===== config.mk =====
export PLATFORM = sky130hd
export DESIGN_NAME = tsa_status_alarm
export DESIGN_NICKNAME = d
export VERILOG_FILES = /design/src/rtl/tsa_status_alarm.v /design/src/rtl/tsa_alarm_chan.v
export VERILOG_INCLUDE_DIRS = /design/src /design/src/pkg
export SDC_FILE = /design/constraint.sdc
export NUM_CORES = 1
export LEC_CHECK = 0
export BUFFER_PORTS_ARGS = -buffer_cell sky130_fd_sc_hd__buf_2
export CAP_MARGIN = 10
export CELL_PAD_IN_SITES_DETAIL_PLACEMENT = 1
export CELL_PAD_IN_SITES_GLOBAL_PLACEMENT = 2
export CORE_MARGIN = 2
export CORE_UTILIZATION = 36
export DETAILED_ROUTE_END_ITERATION = 12
export GPL_TIMING_DRIVEN = 0
export HOLD_SLACK_MARGIN = 0.02
export PLACE_DENSITY_LB_ADDON = 0.3
export SKIP_LAST_GASP = 1
export SLEW_MARGIN = 20
export SYNTH_ARGS = -nofsm -noshare
export SYNTH_HDL_FRONTEND = slang
export SYNTH_HIERARCHICAL = 1
export SYNTH_SLANG_ARGS = --single-unit
export TNS_END_PERCENT = 50

===== constraint.sdc =====
create_clock -name mclk -period 8 [get_ports mclk]
set_clock_uncertainty 0.2 [all_clocks]
set_input_delay 1.2 -clock mclk [delete_from_list [all_inputs] [get_ports mclk]]
set_output_delay 1.2 -clock mclk [all_outputs]
set_load 0.005 [all_outputs]

===== src/pkg/tsa_defs.vh =====
`ifndef TSA_DEFS_VH
`define TSA_DEFS_VH
// ==========================================================
// command byte offsets
`define TSA_CMD_SUMMARY     8'h02
`define TSA_CMD_DIODE_FAULT 8'h07
`define TSA_CMD_ALARM_A     8'h08
`define TSA_CMD_ALARM_A_MSK 8'h0c
// ==========================================================
// summary register fields
`define TSA_SUM_BUSY_BIT    7
`define TSA_SUM_NR_BIT      6
// ==========================================================
// reset values
`define TSA_SUMMARY_RST     8'h00
`define TSA_STATUS_RST      8'h00
`define TSA_MASK_RST        5'h19
// ==========================================================
// channel codes on the conversion port
`define TSA_CH_LOCAL        3'h0
`define TSA_NUM_CH          5
// ==========================================================
// timing: power-up not-ready time and clock rate
`define TSA_NR_TIME_US      30000
`define TSA_CLK_MHZ         50
`define TSA_NR_CYCLES       (`TSA_NR_TIME_US * `TSA_CLK_MHZ)
`endif


===== src/rtl/tsa_status_alarm.v =====
// Functional notes
// - busy bit 7 high during conversion
// - not-ready bit 6 high for power-up
// - reserved bits read as zero
// - summary bits 3..0 OR status regs 4..1
// - summary at 0x02, read-only, resets 0x00
// - short and open diode faults reported
// - faulted channel reads 0 or -128
// - diode fault register at 0x07 layout
// - first alarm status at 0x08 layout
// - alarm bit sets at or above limit
// - alarm clears below limit minus hysteresis
// - remotes 1,2 use dedicated first limits
// - unmasked set bit activates alarm output
// - output inactive when all bits clear
// - mask bit blocks channel, resets 0x19
`include "tsa_defs.vh"
`timescale 1ns/1ps
`default_nettype none
module tsa_status_alarm #(
   parameter TW        = 11,
   parameter NR_CYCLES = `TSA_NR_CYCLES
) (
   // clock, reset, enable
   input  wire          mclk,
   input  wire          rstn,
   input  wire          ce,
   // command-byte register port
   input  wire [7:0]    cmd_addr,
   input  wire          cmd_rd,
   input  wire          cmd_wr,
   input  wire [7:0]    cmd_wdata,
   output reg  [7:0]    cmd_rdata_reg,
   output reg           cmd_rvalid_reg,
   // conversion engine
   input  wire          conv_busy,
   input  wire          conv_done,
   input  wire [2:0]    conv_chan,
   input  wire [TW-1:0] conv_temp_s,
   input  wire [TW-1:0] conv_temp_u,
   input  wire          diode_open,
   input  wire          diode_short,
   // limits, hysteresis and other status registers
   input  wire [TW-1:0] remote1_alarm_a_limit,
   input  wire [TW-1:0] remote2_alarm_a_limit,
   input  wire [TW-1:0] remote3_crit_limit,
   input  wire [TW-1:0] remote4_crit_limit,
   input  wire [TW-1:0] local_crit_limit,
   input  wire [TW-1:0] hyst,
   input  wire [4:0]    status3_bits,
   input  wire [4:0]    status4_bits,
   // reported reading after fault substitution
   output reg  [TW-1:0] rep_temp_s_reg,
   output reg  [TW-1:0] rep_temp_u_reg,
   output reg  [2:0]    rep_chan_reg,
   output reg           rep_valid_reg,
   // alarm pin
   output reg           first_alarm_out_n
);
   // ==========================================================
   // helpers
   function [TW-1:0] most_negative;
      input dummy;
      begin
         most_negative = {1'b1, {(TW-1){1'b0}}};
      end
   endfunction

   // remote channels are codes 1 to 4; local and unused codes are not
   function chan_is_remote;
      input [2:0] ch;
      begin
         chan_is_remote = (ch != `TSA_CH_LOCAL) && (ch < `TSA_NUM_CH);
      end
   endfunction

   // short-fault bit of a remote channel, the open bit sits one above
   function [2:0] fault_pos;
      input [2:0] ch;
      reg   [1:0] idx;
      begin
         idx       = ch[1:0] - 2'h1;
         fault_pos = {idx, 1'b0};
      end
   endfunction

   // ==========================================================
   // power-up not-ready timer
   // the count stops at the end, so the flag only comes back after a reset
   reg  [21:0] nr_cnt_reg;
   reg         nr_started_reg;
   reg         powerup_not_ready;

   always @(posedge mclk) begin
      if (!rstn) begin
         nr_cnt_reg        <= 22'h0;
         nr_started_reg    <= 1'b0;
         powerup_not_ready <= 1'b0;
      end else if (ce) begin
         if (!nr_started_reg) begin
            nr_started_reg    <= 1'b1;
            powerup_not_ready <= 1'b1;
         end else if (powerup_not_ready) begin
            if (nr_cnt_reg >= NR_CYCLES[21:0] - 22'h1) begin
               powerup_not_ready <= 1'b0;
            end else begin
               nr_cnt_reg <= nr_cnt_reg + 22'h1;
            end
         end
      end
   end

   // ==========================================================
   // fault substitution of the reading
   wire        ch_remote;
   wire        ch_fault;
   wire [TW-1:0] eff_temp_s;
   wire [2:0]    fault_bit;

   // codes above the last remote are refused, no substitution
   assign ch_remote  = chan_is_remote(conv_chan);
   assign fault_bit  = fault_pos(conv_chan);
   assign ch_fault   = ch_remote && (diode_open || diode_short);
   assign eff_temp_s = ch_fault ? most_negative(1'b0) : conv_temp_s;

   always @(posedge mclk) begin
      if (!rstn) begin
         rep_temp_s_reg <= {TW{1'b0}};
         rep_temp_u_reg <= {TW{1'b0}};
         rep_chan_reg   <= 3'h0;
         rep_valid_reg  <= 1'b0;
      end else if (ce) begin
         rep_valid_reg <= conv_done;
         if (conv_done) begin
            rep_chan_reg   <= conv_chan;
            rep_temp_s_reg <= eff_temp_s;
            rep_temp_u_reg <= ch_fault ? {TW{1'b0}} : conv_temp_u;
         end
      end
   end

   // ==========================================================
   // diode fault register, open in odd bit, short in even bit
   reg  [7:0] diode_fault_status;

   always @(posedge mclk) begin
      if (!rstn) begin
         diode_fault_status <= `TSA_STATUS_RST;
      end else if (ce && conv_done && ch_remote) begin
         diode_fault_status[fault_bit + 3'h1] <= diode_open;
         diode_fault_status[fault_bit]        <= diode_short;
      end
   end

   // named fields of the diode fault register
   wire remote4_open_fault;
   wire remote4_short_fault;
   wire remote3_open_fault;
   wire remote3_short_fault;
   wire remote2_open_fault;
   wire remote2_short_fault;
   wire remote1_open_fault;
   wire remote1_short_fault;

   assign remote4_open_fault  = diode_fault_status[7];
   assign remote4_short_fault = diode_fault_status[6];
   assign remote3_open_fault  = diode_fault_status[5];
   assign remote3_short_fault = diode_fault_status[4];
   assign remote2_open_fault  = diode_fault_status[3];
   assign remote2_short_fault = diode_fault_status[2];
   assign remote1_open_fault  = diode_fault_status[1];
   assign remote1_short_fault = diode_fault_status[0];

   // ==========================================================
   // per-channel first alarm flags
   wire [5*TW-1:0] lim_bus;
   wire [4:0]      alarm_a;
   wire [4:0]      upd_ch;

   // remotes 1,2 dedicated limits, others their critical limit
   assign lim_bus = {remote4_crit_limit, remote3_crit_limit,
                     remote2_alarm_a_limit, remote1_alarm_a_limit,
                     local_crit_limit};

   genvar gi;
   generate
      for (gi = 0; gi < `TSA_NUM_CH; gi = gi + 1) begin : g_ch
         assign upd_ch[gi] = conv_done && (conv_chan == gi);
         tsa_alarm_chan #(
            .TW (TW)
         ) u_chan (
            .mclk      (mclk),
            .rstn      (rstn),
            .ce        (ce),
            .upd       (upd_ch[gi]),
            .reading   (eff_temp_s),
            .limit     (lim_bus[gi*TW +: TW]),
            .hyst      (hyst),
            .alarm_reg (alarm_a[gi])
         );
      end
   endgenerate

   wire remote4_alarm_a;
   wire remote3_alarm_a;
   wire remote2_alarm_a;
   wire remote1_alarm_a;
   wire local_alarm_a;
   wire [7:0] first_alarm_status;

   assign remote4_alarm_a = alarm_a[4];
   assign remote3_alarm_a = alarm_a[3];
   assign remote2_alarm_a = alarm_a[2];
   assign remote1_alarm_a = alarm_a[1];
   assign local_alarm_a   = alarm_a[0];
   assign first_alarm_status = {3'h0, remote4_alarm_a, remote3_alarm_a,
                                remote2_alarm_a, remote1_alarm_a,
                                local_alarm_a};

   // ==========================================================
   // mask register, the only writable location here
   reg  [4:0] alarm_a_mask_reg;
   wire       mask_wr_hit;

   // writes to status locations match nothing and fall away
   assign mask_wr_hit = ce && cmd_wr &&
                        (cmd_addr == `TSA_CMD_ALARM_A_MSK);

   always @(posedge mclk) begin
      if (!rstn) begin
         alarm_a_mask_reg <= `TSA_MASK_RST;
      end else if (mask_wr_hit) begin
         alarm_a_mask_reg <= cmd_wdata[4:0];
      end
   end

   // ==========================================================
   // alarm pin: low while any unmasked flag is set
   wire [4:0] alarm_a_unmasked;

   assign alarm_a_unmasked = alarm_a & ~alarm_a_mask_reg;

   always @(posedge mclk) begin
      if (!rstn) begin
         first_alarm_out_n <= 1'b1;
      end else if (ce) begin
         first_alarm_out_n <= ~|alarm_a_unmasked;
      end
   end

   // ==========================================================
   // summary register
   wire [7:0] summary_status;

   // any-bit flags of status registers 4 down to 1
   wire status4_any_flag;
   wire status3_any_flag;
   wire status2_any_flag;
   wire status1_any_flag;

   assign status4_any_flag = |status4_bits;
   assign status3_any_flag = |status3_bits;
   assign status2_any_flag = |first_alarm_status;
   assign status1_any_flag = |{remote4_open_fault, remote4_short_fault,
                               remote3_open_fault, remote3_short_fault,
                               remote2_open_fault, remote2_short_fault,
                               remote1_open_fault, remote1_short_fault};

   assign summary_status = {conv_busy,
                            powerup_not_ready,
                            2'h0,
                            status4_any_flag,
                            status3_any_flag,
                            status2_any_flag,
                            status1_any_flag};

   // ==========================================================
   // read mux, writes to status locations have no effect
   reg  [7:0] rd_mux;

   always @* begin
      case (cmd_addr)
         `TSA_CMD_SUMMARY:     rd_mux = summary_status;
         `TSA_CMD_DIODE_FAULT: rd_mux = diode_fault_status;
         `TSA_CMD_ALARM_A:     rd_mux = first_alarm_status;
         `TSA_CMD_ALARM_A_MSK: rd_mux = {3'h0, alarm_a_mask_reg};
         default:              rd_mux = 8'h00;
      endcase
   end

   // registered read data, one cycle after the strobe
   always @(posedge mclk) begin
      if (!rstn) begin
         cmd_rdata_reg  <= `TSA_SUMMARY_RST;
         cmd_rvalid_reg <= 1'b0;
      end else if (ce) begin
         cmd_rvalid_reg <= cmd_rd;
         if (cmd_rd) begin
            cmd_rdata_reg <= rd_mux;
         end
      end
   end
endmodule
`default_nettype wire


===== src/rtl/tsa_alarm_chan.v =====
`timescale 1ns/1ps
`default_nettype none
// ==========================================================
// one channel threshold flag with hysteresis
module tsa_alarm_chan #(
   parameter TW = 11
) (
   // clock and reset
   input  wire          mclk,
   input  wire          rstn,
   input  wire          ce,
   // update strobe and operands
   input  wire          upd,
   input  wire [TW-1:0] reading,
   input  wire [TW-1:0] limit,
   input  wire [TW-1:0] hyst,
   // flag
   output reg           alarm_reg
);
   wire signed [TW+1:0] rd_x;
   wire signed [TW+1:0] lim_x;
   wire signed [TW+1:0] low_x;

   // signed compare operands, widened to avoid overflow
   assign rd_x  = {{2{reading[TW-1]}}, reading};
   assign lim_x = {{2{limit[TW-1]}}, limit};
   assign low_x = lim_x - {2'h0, hyst};

   // set at or above limit, clear below limit minus hysteresis
   always @(posedge mclk) begin
      if (!rstn) begin
         alarm_reg <= 1'b0;
      end else if (ce && upd) begin
         if (rd_x >= lim_x) begin
            alarm_reg <= 1'b1;
         end else if (rd_x < low_x) begin
            alarm_reg <= 1'b0;
         end
      end
   end
endmodule
`default_nettype wire


==> qor.txt, run 1 <==
Count of cell types in the netlist: 72
Wire per inst: 18.5 um
DRC: 0
Htree depth: 3
Largest net degree at the start of global routing: 21
Fmax: 213 MHz
Sequential cell area fraction in the yosys report: 0.169
Post-Synthesis Cells: 1194
Initial core utilization: 0.367
Worst VDD drop: 0.000108 V
Gpl congestion: 0.823
Period minus WS final: 4.69 ns
Syn Area/Cell: 7.75 um^2
Filler Cell Count: 3179
Vias in the first global route: 9429
Vias per inst: 5.54
Clk sink count: 78
Post-route setup TNS: 0 ns
Pre-CTS setup slack: 2.97 ns
Layout cell share with drive strength beyond 1: 0.152
Post-route ant nets: 0
Nets: 1668
Critical Path AT: 4.71 ns
PortBufs: 156
Pwr per Cell Area: 132 nW/um^2
Crit path launch type: primary input
I/O pin cnt: 162
Via count: 9400
Worst Setup End Kind: register
WS Path Type: in2reg
CP Max Fanout: 20
Top delay family on crit path: simple AND/OR/NAND/NOR gates
Max FFs per register: 22
Most frequent cells after synthesis: 176 x ha_1, 134 x inv_1, 102 x a21oi_1, 96 x nand2_1, 78 x dfxtp_1
Worst Setup Slack, final: 3.31 ns
First-pass GRT wire length: 49300 um
Die H: 164 um
Total grt overflow: 0
Num CTS Buffers: 9
Sequential cell area: 1560 um^2
Leak: 4.98 nW
Post-synth EDFFs: 0
Core area: 25200 um^2
CP required: 8.02 ns
Max Slew Vio Count: 0
Root Buffer: clkbuf_16
Min-delay worst type: reg2reg
Area delta synth->final: 16.3%
Routed WL: 31400 um
CTS tree: built
Worst-path cell chain: buf_2 > nor2_1 > xnor2_1 > o21ai_1 > clkbuf_1 > nand2_1 > ha_1 > nand4_1 > a211oi_1 > nor3_1 > or2_2 > o2111ai_1 > a31oi_1
Die area: 27000 um^2
Initial antenna violation count: 0
Hpwl dp: 25000 um
Post-synth top flop: dfxtp_1
Relative slew margins: 0.274
Dominant cells by area after synthesis: ha_1 24%, dfxtp_1 17%, a21oi_1 5.5%, inv_1 5.4%, nand2_1 3.9%
Max-capacitance violation count: 0
Crit share post-route: 0.587
Count leader, synth: ha_1
Worst Max-Slew Pin Slew: 1.09 ns
Status: complete, no violations
Area of the multi-input gates: 7030 um^2
Hold Buf Count CTS: 0
Top cell type's share of synthesized area: 0.238
Post-CTS setup buffers: 0
Delay of the slowest cell on the worst path: 0.71 ns
Syn_nets: 1501
Cts repair resizes: 0
RSZ-0062 raised after global routing: false
Largest area contributor in the netlist: ha_1
Ys async rst share: 0
Clk buf depth: 2
Row count: 58
CTS clock-pin slew for the worst setup and hold paths: 0.06 ns
Drt pass-1 iters: 5
GRT Total Usage: 0.233
Final setup vio count: 0
Synth warnings: 6
Initial DRC Count: 428
Worst Path Buf+Inv: 2
Slowest CP cell: nand2_1
Seq cells post-synth: 78
Final number of hold-violating endpoints: 0
Netlist Area Pre-Place: 9250 um^2
Die width: 164 um
Clk_lat worst skew: 0.34 ns
[worst reg2reg max path, cell delays in order, from the launching register on]
cell,delay [ns]
dfxtp_1,0.44
ha_1,0.25
nand4_1,0.17
a211o_1,0.40
nor2_1,0.24
buf_2,0.26
or3_1,0.14
a21oi_1,0.07
[report_power, final]
part	internal, W	leakage (nW)	switching, W
Combinational	0.000244	4.21	0.000339
Sequential	0.000396	0.632	0.00000521
Clock	0.000260	0.145	0.000177
Total	0.000900	4.98	0.000521
[cells in the final DEF, fill, tap and decap left out, types with 18 or more instances in the layout]
master / n
ha_1: 176
buf_2: 157
inv_1: 134
a21oi_1: 102
nand2_1: 96
dfxtp_1: 78
nand3_1: 63
nor2_1: 56
o21ai_0: 37
nand4_1: 28
xnor2_1: 26
nor3_1: 23
clkbuf_1: 22
nand2b_1: 21
xor2_1: 20
a31oi_1: 18
a211oi_1: 18
a21o_1: 18
[final timing paths]
| kind | start | slack, ns | cells after the start | end |
|---|---|---|---|---|
| max | conv_chan[0] | 3.31 | 13 | g_ch[0].u_chan/alarm_reg |
| min | rep_temp_u_reg[8] | 0.25 | 2 | rep_temp_u_reg[8] |
| max reg2reg | nr_cnt_reg[0] | 5.70 | 7 | nr_cnt_reg[0] |
| min reg2reg | rep_temp_u_reg[8] | 0.25 | 2 | rep_temp_u_reg[8] |
[through the flow]
stage | power, W | hold WS (ns) | instances | instance area [um^2] | utilization
floorplan | 0.000813 | 0.245 | 1194 | 9250 | -
global placement | 0.000976 | 0.237 | 1680 | 10400 | 0.415
detailed placement | 0.000993 | 0.245 | 1680 | 10400 | 0.415
CTS | 0.00144 | 0.254 | 1696 | 10800 | 0.427
global route | 0.00153 | 0.277 | 1696 | 10800 | 0.427
finish | 0.00142 | 0.250 | 1697 | 10800 | 0.427
[area by class of cell]
type,instances,area share
multi-input cells,948,0.653
flip-flops and latches,78,0.145
repair buffers,156,0.0726
inverters,135,0.0471
well taps,330,0.0384
clock buffers,12,0.0238
plain buffers,33,0.0144
clock inverters,4,0.00500
diodes,1,0.000233
[cells by family after synthesis]
group           Yosys count  share of synthesized area
simple gates            391                      0.222
compound gates          313                      0.227
fa+ha+maj               181                      0.249
buf+inv                 168                     0.0716
flops                    78                      0.169
xor+xnor                 46                     0.0436
mux                      17                     0.0184
[layer usage]
metal / global-route usage / routed length (um) / up-vias
met5: 0 / 0 / -
met4: 0.0534 / 494 / 0
met3: 0.0258 / 1080 / 29
met2: 0.422 / 15300 / 167
met1: 0.293 / 14500 / 4505
li1: - / - / 4699
Power figures use the tool's default switching activity.
==> run 2: changes to the inputs <==
CORE_UTILIZATION = 34   (was 36)
clock period = 4.7 ns   (was 8 ns; I/O delays follow)
==> run 2 against run 1 <==
Effect of this change:
- setup slack got worse by 3.0 ns
- critical path depth did not move
- first-iteration DRC count rose by 21%
- global-route usage fell by 0.78 points
- die area rose by 5.7%
- sequential cell count did not move
- cell area rose by 0.29%
- utilization fell by 2.5 points
- non-clock buffer count did not move
- critical path type unchanged
- highest routed layer is now met5
==> qor.txt, run 2 (synthesized netlist as in run 1, its figures left out) <==
Status: complete, no violations (unchanged)
Total power: 0.00247 W (was 0.00142 W)
Crit share post-route: 0.925
Vias in the first global route: 9435 (was 9429)
DRC: 0 (unchanged)
Worst VDD drop: 0.000156 V (was 0.000108 V)
Drt pass-1 iters: 4 (was 5)
Min-delay worst type: reg2reg (unchanged)
Period minus WS final: 4.35 ns
Slowest CP cell: nand2_1 (unchanged)
WS Path Type: in2reg (unchanged)
CP required: 4.72 ns (was 8.02 ns)
Final setup vio count: 0 (unchanged)
Max FFs per register: 22 (unchanged)
Initial core utilization: 0.345 (was 0.367)
Relative slew margins: 0.276 (was 0.274)
Pre-CTS setup slack: 0.0105 ns (was 2.97 ns)
Hold Buf Count CTS: 0 (unchanged)
Critical Path AT: 4.36 ns (was 4.71 ns)
Sequential cell area: 1560 um^2 (unchanged)
Most frequent cells in the layout: 176 x ha_1, 157 x buf_2, 134 x inv_1 (unchanged)
Final number of hold-violating endpoints: 0 (unchanged)
RSZ-0062 raised after global routing: false (unchanged)
Hpwl dp: 25300 um (was 25000 um)
Root Buffer: clkbuf_16 (unchanged)
Hold_ws: 0.255 ns (was 0.250 ns)
Post-route setup TNS: 0 ns (unchanged)
Die H: 169 um (was 164 um)
CTS tree: built (unchanged)
Nets: 1668 (unchanged)
Worst Max-Slew Pin Slew: 1.08 ns (was 1.09 ns)
PortBufs: 156 (unchanged)
Pwr per Cell Area: 229 nW/um^2 (was 132 nW/um^2)
Area of the multi-input gates: 7030 um^2 (unchanged)
Die area: 28500 um^2 (was 27000 um^2)
Clk buf depth: 2 (unchanged)
Post-CTS setup buffers: 0 (unchanged)
Via count: 9348 (was 9400)
Filler Cell Count: 3359 (was 3179)
Worst Setup End Kind: register (unchanged)
Max Slew Vio Count: 0 (unchanged)
CP Max Fanout: 20 (unchanged)
Initial antenna violation count: 1 (was 0)
Wire per inst: 18.7 um (was 18.5 um)
Delay of the slowest cell on the worst path: 0.74 ns (was 0.71 ns)
Crit path launch type: primary input (unchanged)
Routed WL: 31900 um (was 31400 um)
Die width: 169 um (was 164 um)
Clk_lat worst skew: 0.35 ns (was 0.34 ns)
Area delta synth->final: 16.6% (was 16.3%)
CTS clock-pin slew for the worst setup and hold paths: 0.07 ns (was 0.06 ns)
Worst Path Buf+Inv: 2 (unchanged)
Fmax: 230 MHz
Cts repair resizes: 0 (unchanged)
Clk sink count: 78 (unchanged)
First-pass GRT wire length: 50900 um (was 49300 um)
GRT Total Usage: 0.225 (was 0.233)
Post-route ant nets: 0 (unchanged)
Htree depth: 3 (unchanged)
Gpl congestion: 0.835 (was 0.823)
Commonest non-fill, non-tap cell in the layout: ha_1 (unchanged)
Total grt overflow: 0 (unchanged)
Util after Layout: 0.402 (was 0.427)
Diode count: 0 (was 1)
Largest net degree at the start of global routing: 21 (unchanged)
Vias per inst: 5.48 (was 5.54)
Num CTS Buffers: 9 (unchanged)
Initial DRC Count: 520 (was 428)
Row count: 60 (was 58)
Layout cell share with drive strength beyond 1: 0.152 (about the same)
I/O pin cnt: 162 (unchanged)
Worst Setup Slack, final: 0.352 ns (was 3.31 ns)
Worst-path cell chain: buf_2 > nor2_1 > xnor2_1 > o21ai_1 > clkbuf_1 > nand2_1 > ha_1 > nand4_1 > a211oi_1 > nor3_1 > or2_2 > o2111ai_1 > a31oi_1 (unchanged)
Top delay family on crit path: simple AND/OR/NAND/NOR gates (unchanged)
Leak: 5.00 nW (was 4.98 nW)
Max-capacitance violation count: 0 (unchanged)
Core area: 26800 um^2 (was 25200 um^2)
## run 2: cell type report
| cell class | instances | area share |
|---|---|---|
| buffer | 33 | 0.0144 |
| clock buffer | 9 | 0.0209 |
| clock inverter | 7 | 0.00974 |
| inverter | 135 | 0.0470 |
| multi-input combinational | 948 | 0.651 |
| sequential | 78 | 0.145 |
| tap | 341 | 0.0396 |
| timing repair buffer | 156 | 0.0724 |
## run 2: tightest hold or removal path, stage by stage (launching register included)
cell     delay (ns)
dfxtp_1        0.31
nand2_1        0.05
a21oi_1        0.05
## run 2: final timing paths
kind | cells past startpoint | endpoint | from | slack, ns
max reg2reg | 7 | nr_cnt_reg[0] | nr_cnt_reg[0] | 2.37
max | 13 | g_ch[4].u_chan/alarm_reg | conv_chan[0] | 0.35
min reg2reg | 2 | rep_temp_u_reg[4] | rep_temp_u_reg[4] | 0.26
min | 2 | rep_temp_u_reg[4] | rep_temp_u_reg[4] | 0.26
## run 2: power breakdown
part           total [W]  internal, W  switching (W)  leakage [nW]
Sequential      0.000684     0.000675     0.00000938         0.632
Clock           0.000795     0.000474       0.000321         0.159
Combinational   0.000994     0.000414       0.000580          4.21
Total            0.00247      0.00156       0.000910          5.00
## run 2: per-stage QoR
stage	cell area, um^2	instances
2_1_floorplan	9250	1194
3_3_place_gp	10500	1691
3_5_place_dp	10500	1691
4_1_cts	10800	1707
5_1_grt	10800	1707
6_report	10800	1707
## run 2: routing by layer
layer / vias to the layer above / GRT usage / part of all wire
li1: 4699 / - / -
met1: 4446 / 0.291 / 0.46
met2: 162 / 0.397 / 0.48
met3: 39 / 0.0234 / 0.033
met4: 2 / 0.0622 / 0.020
met5: - / 0 / 0.00041
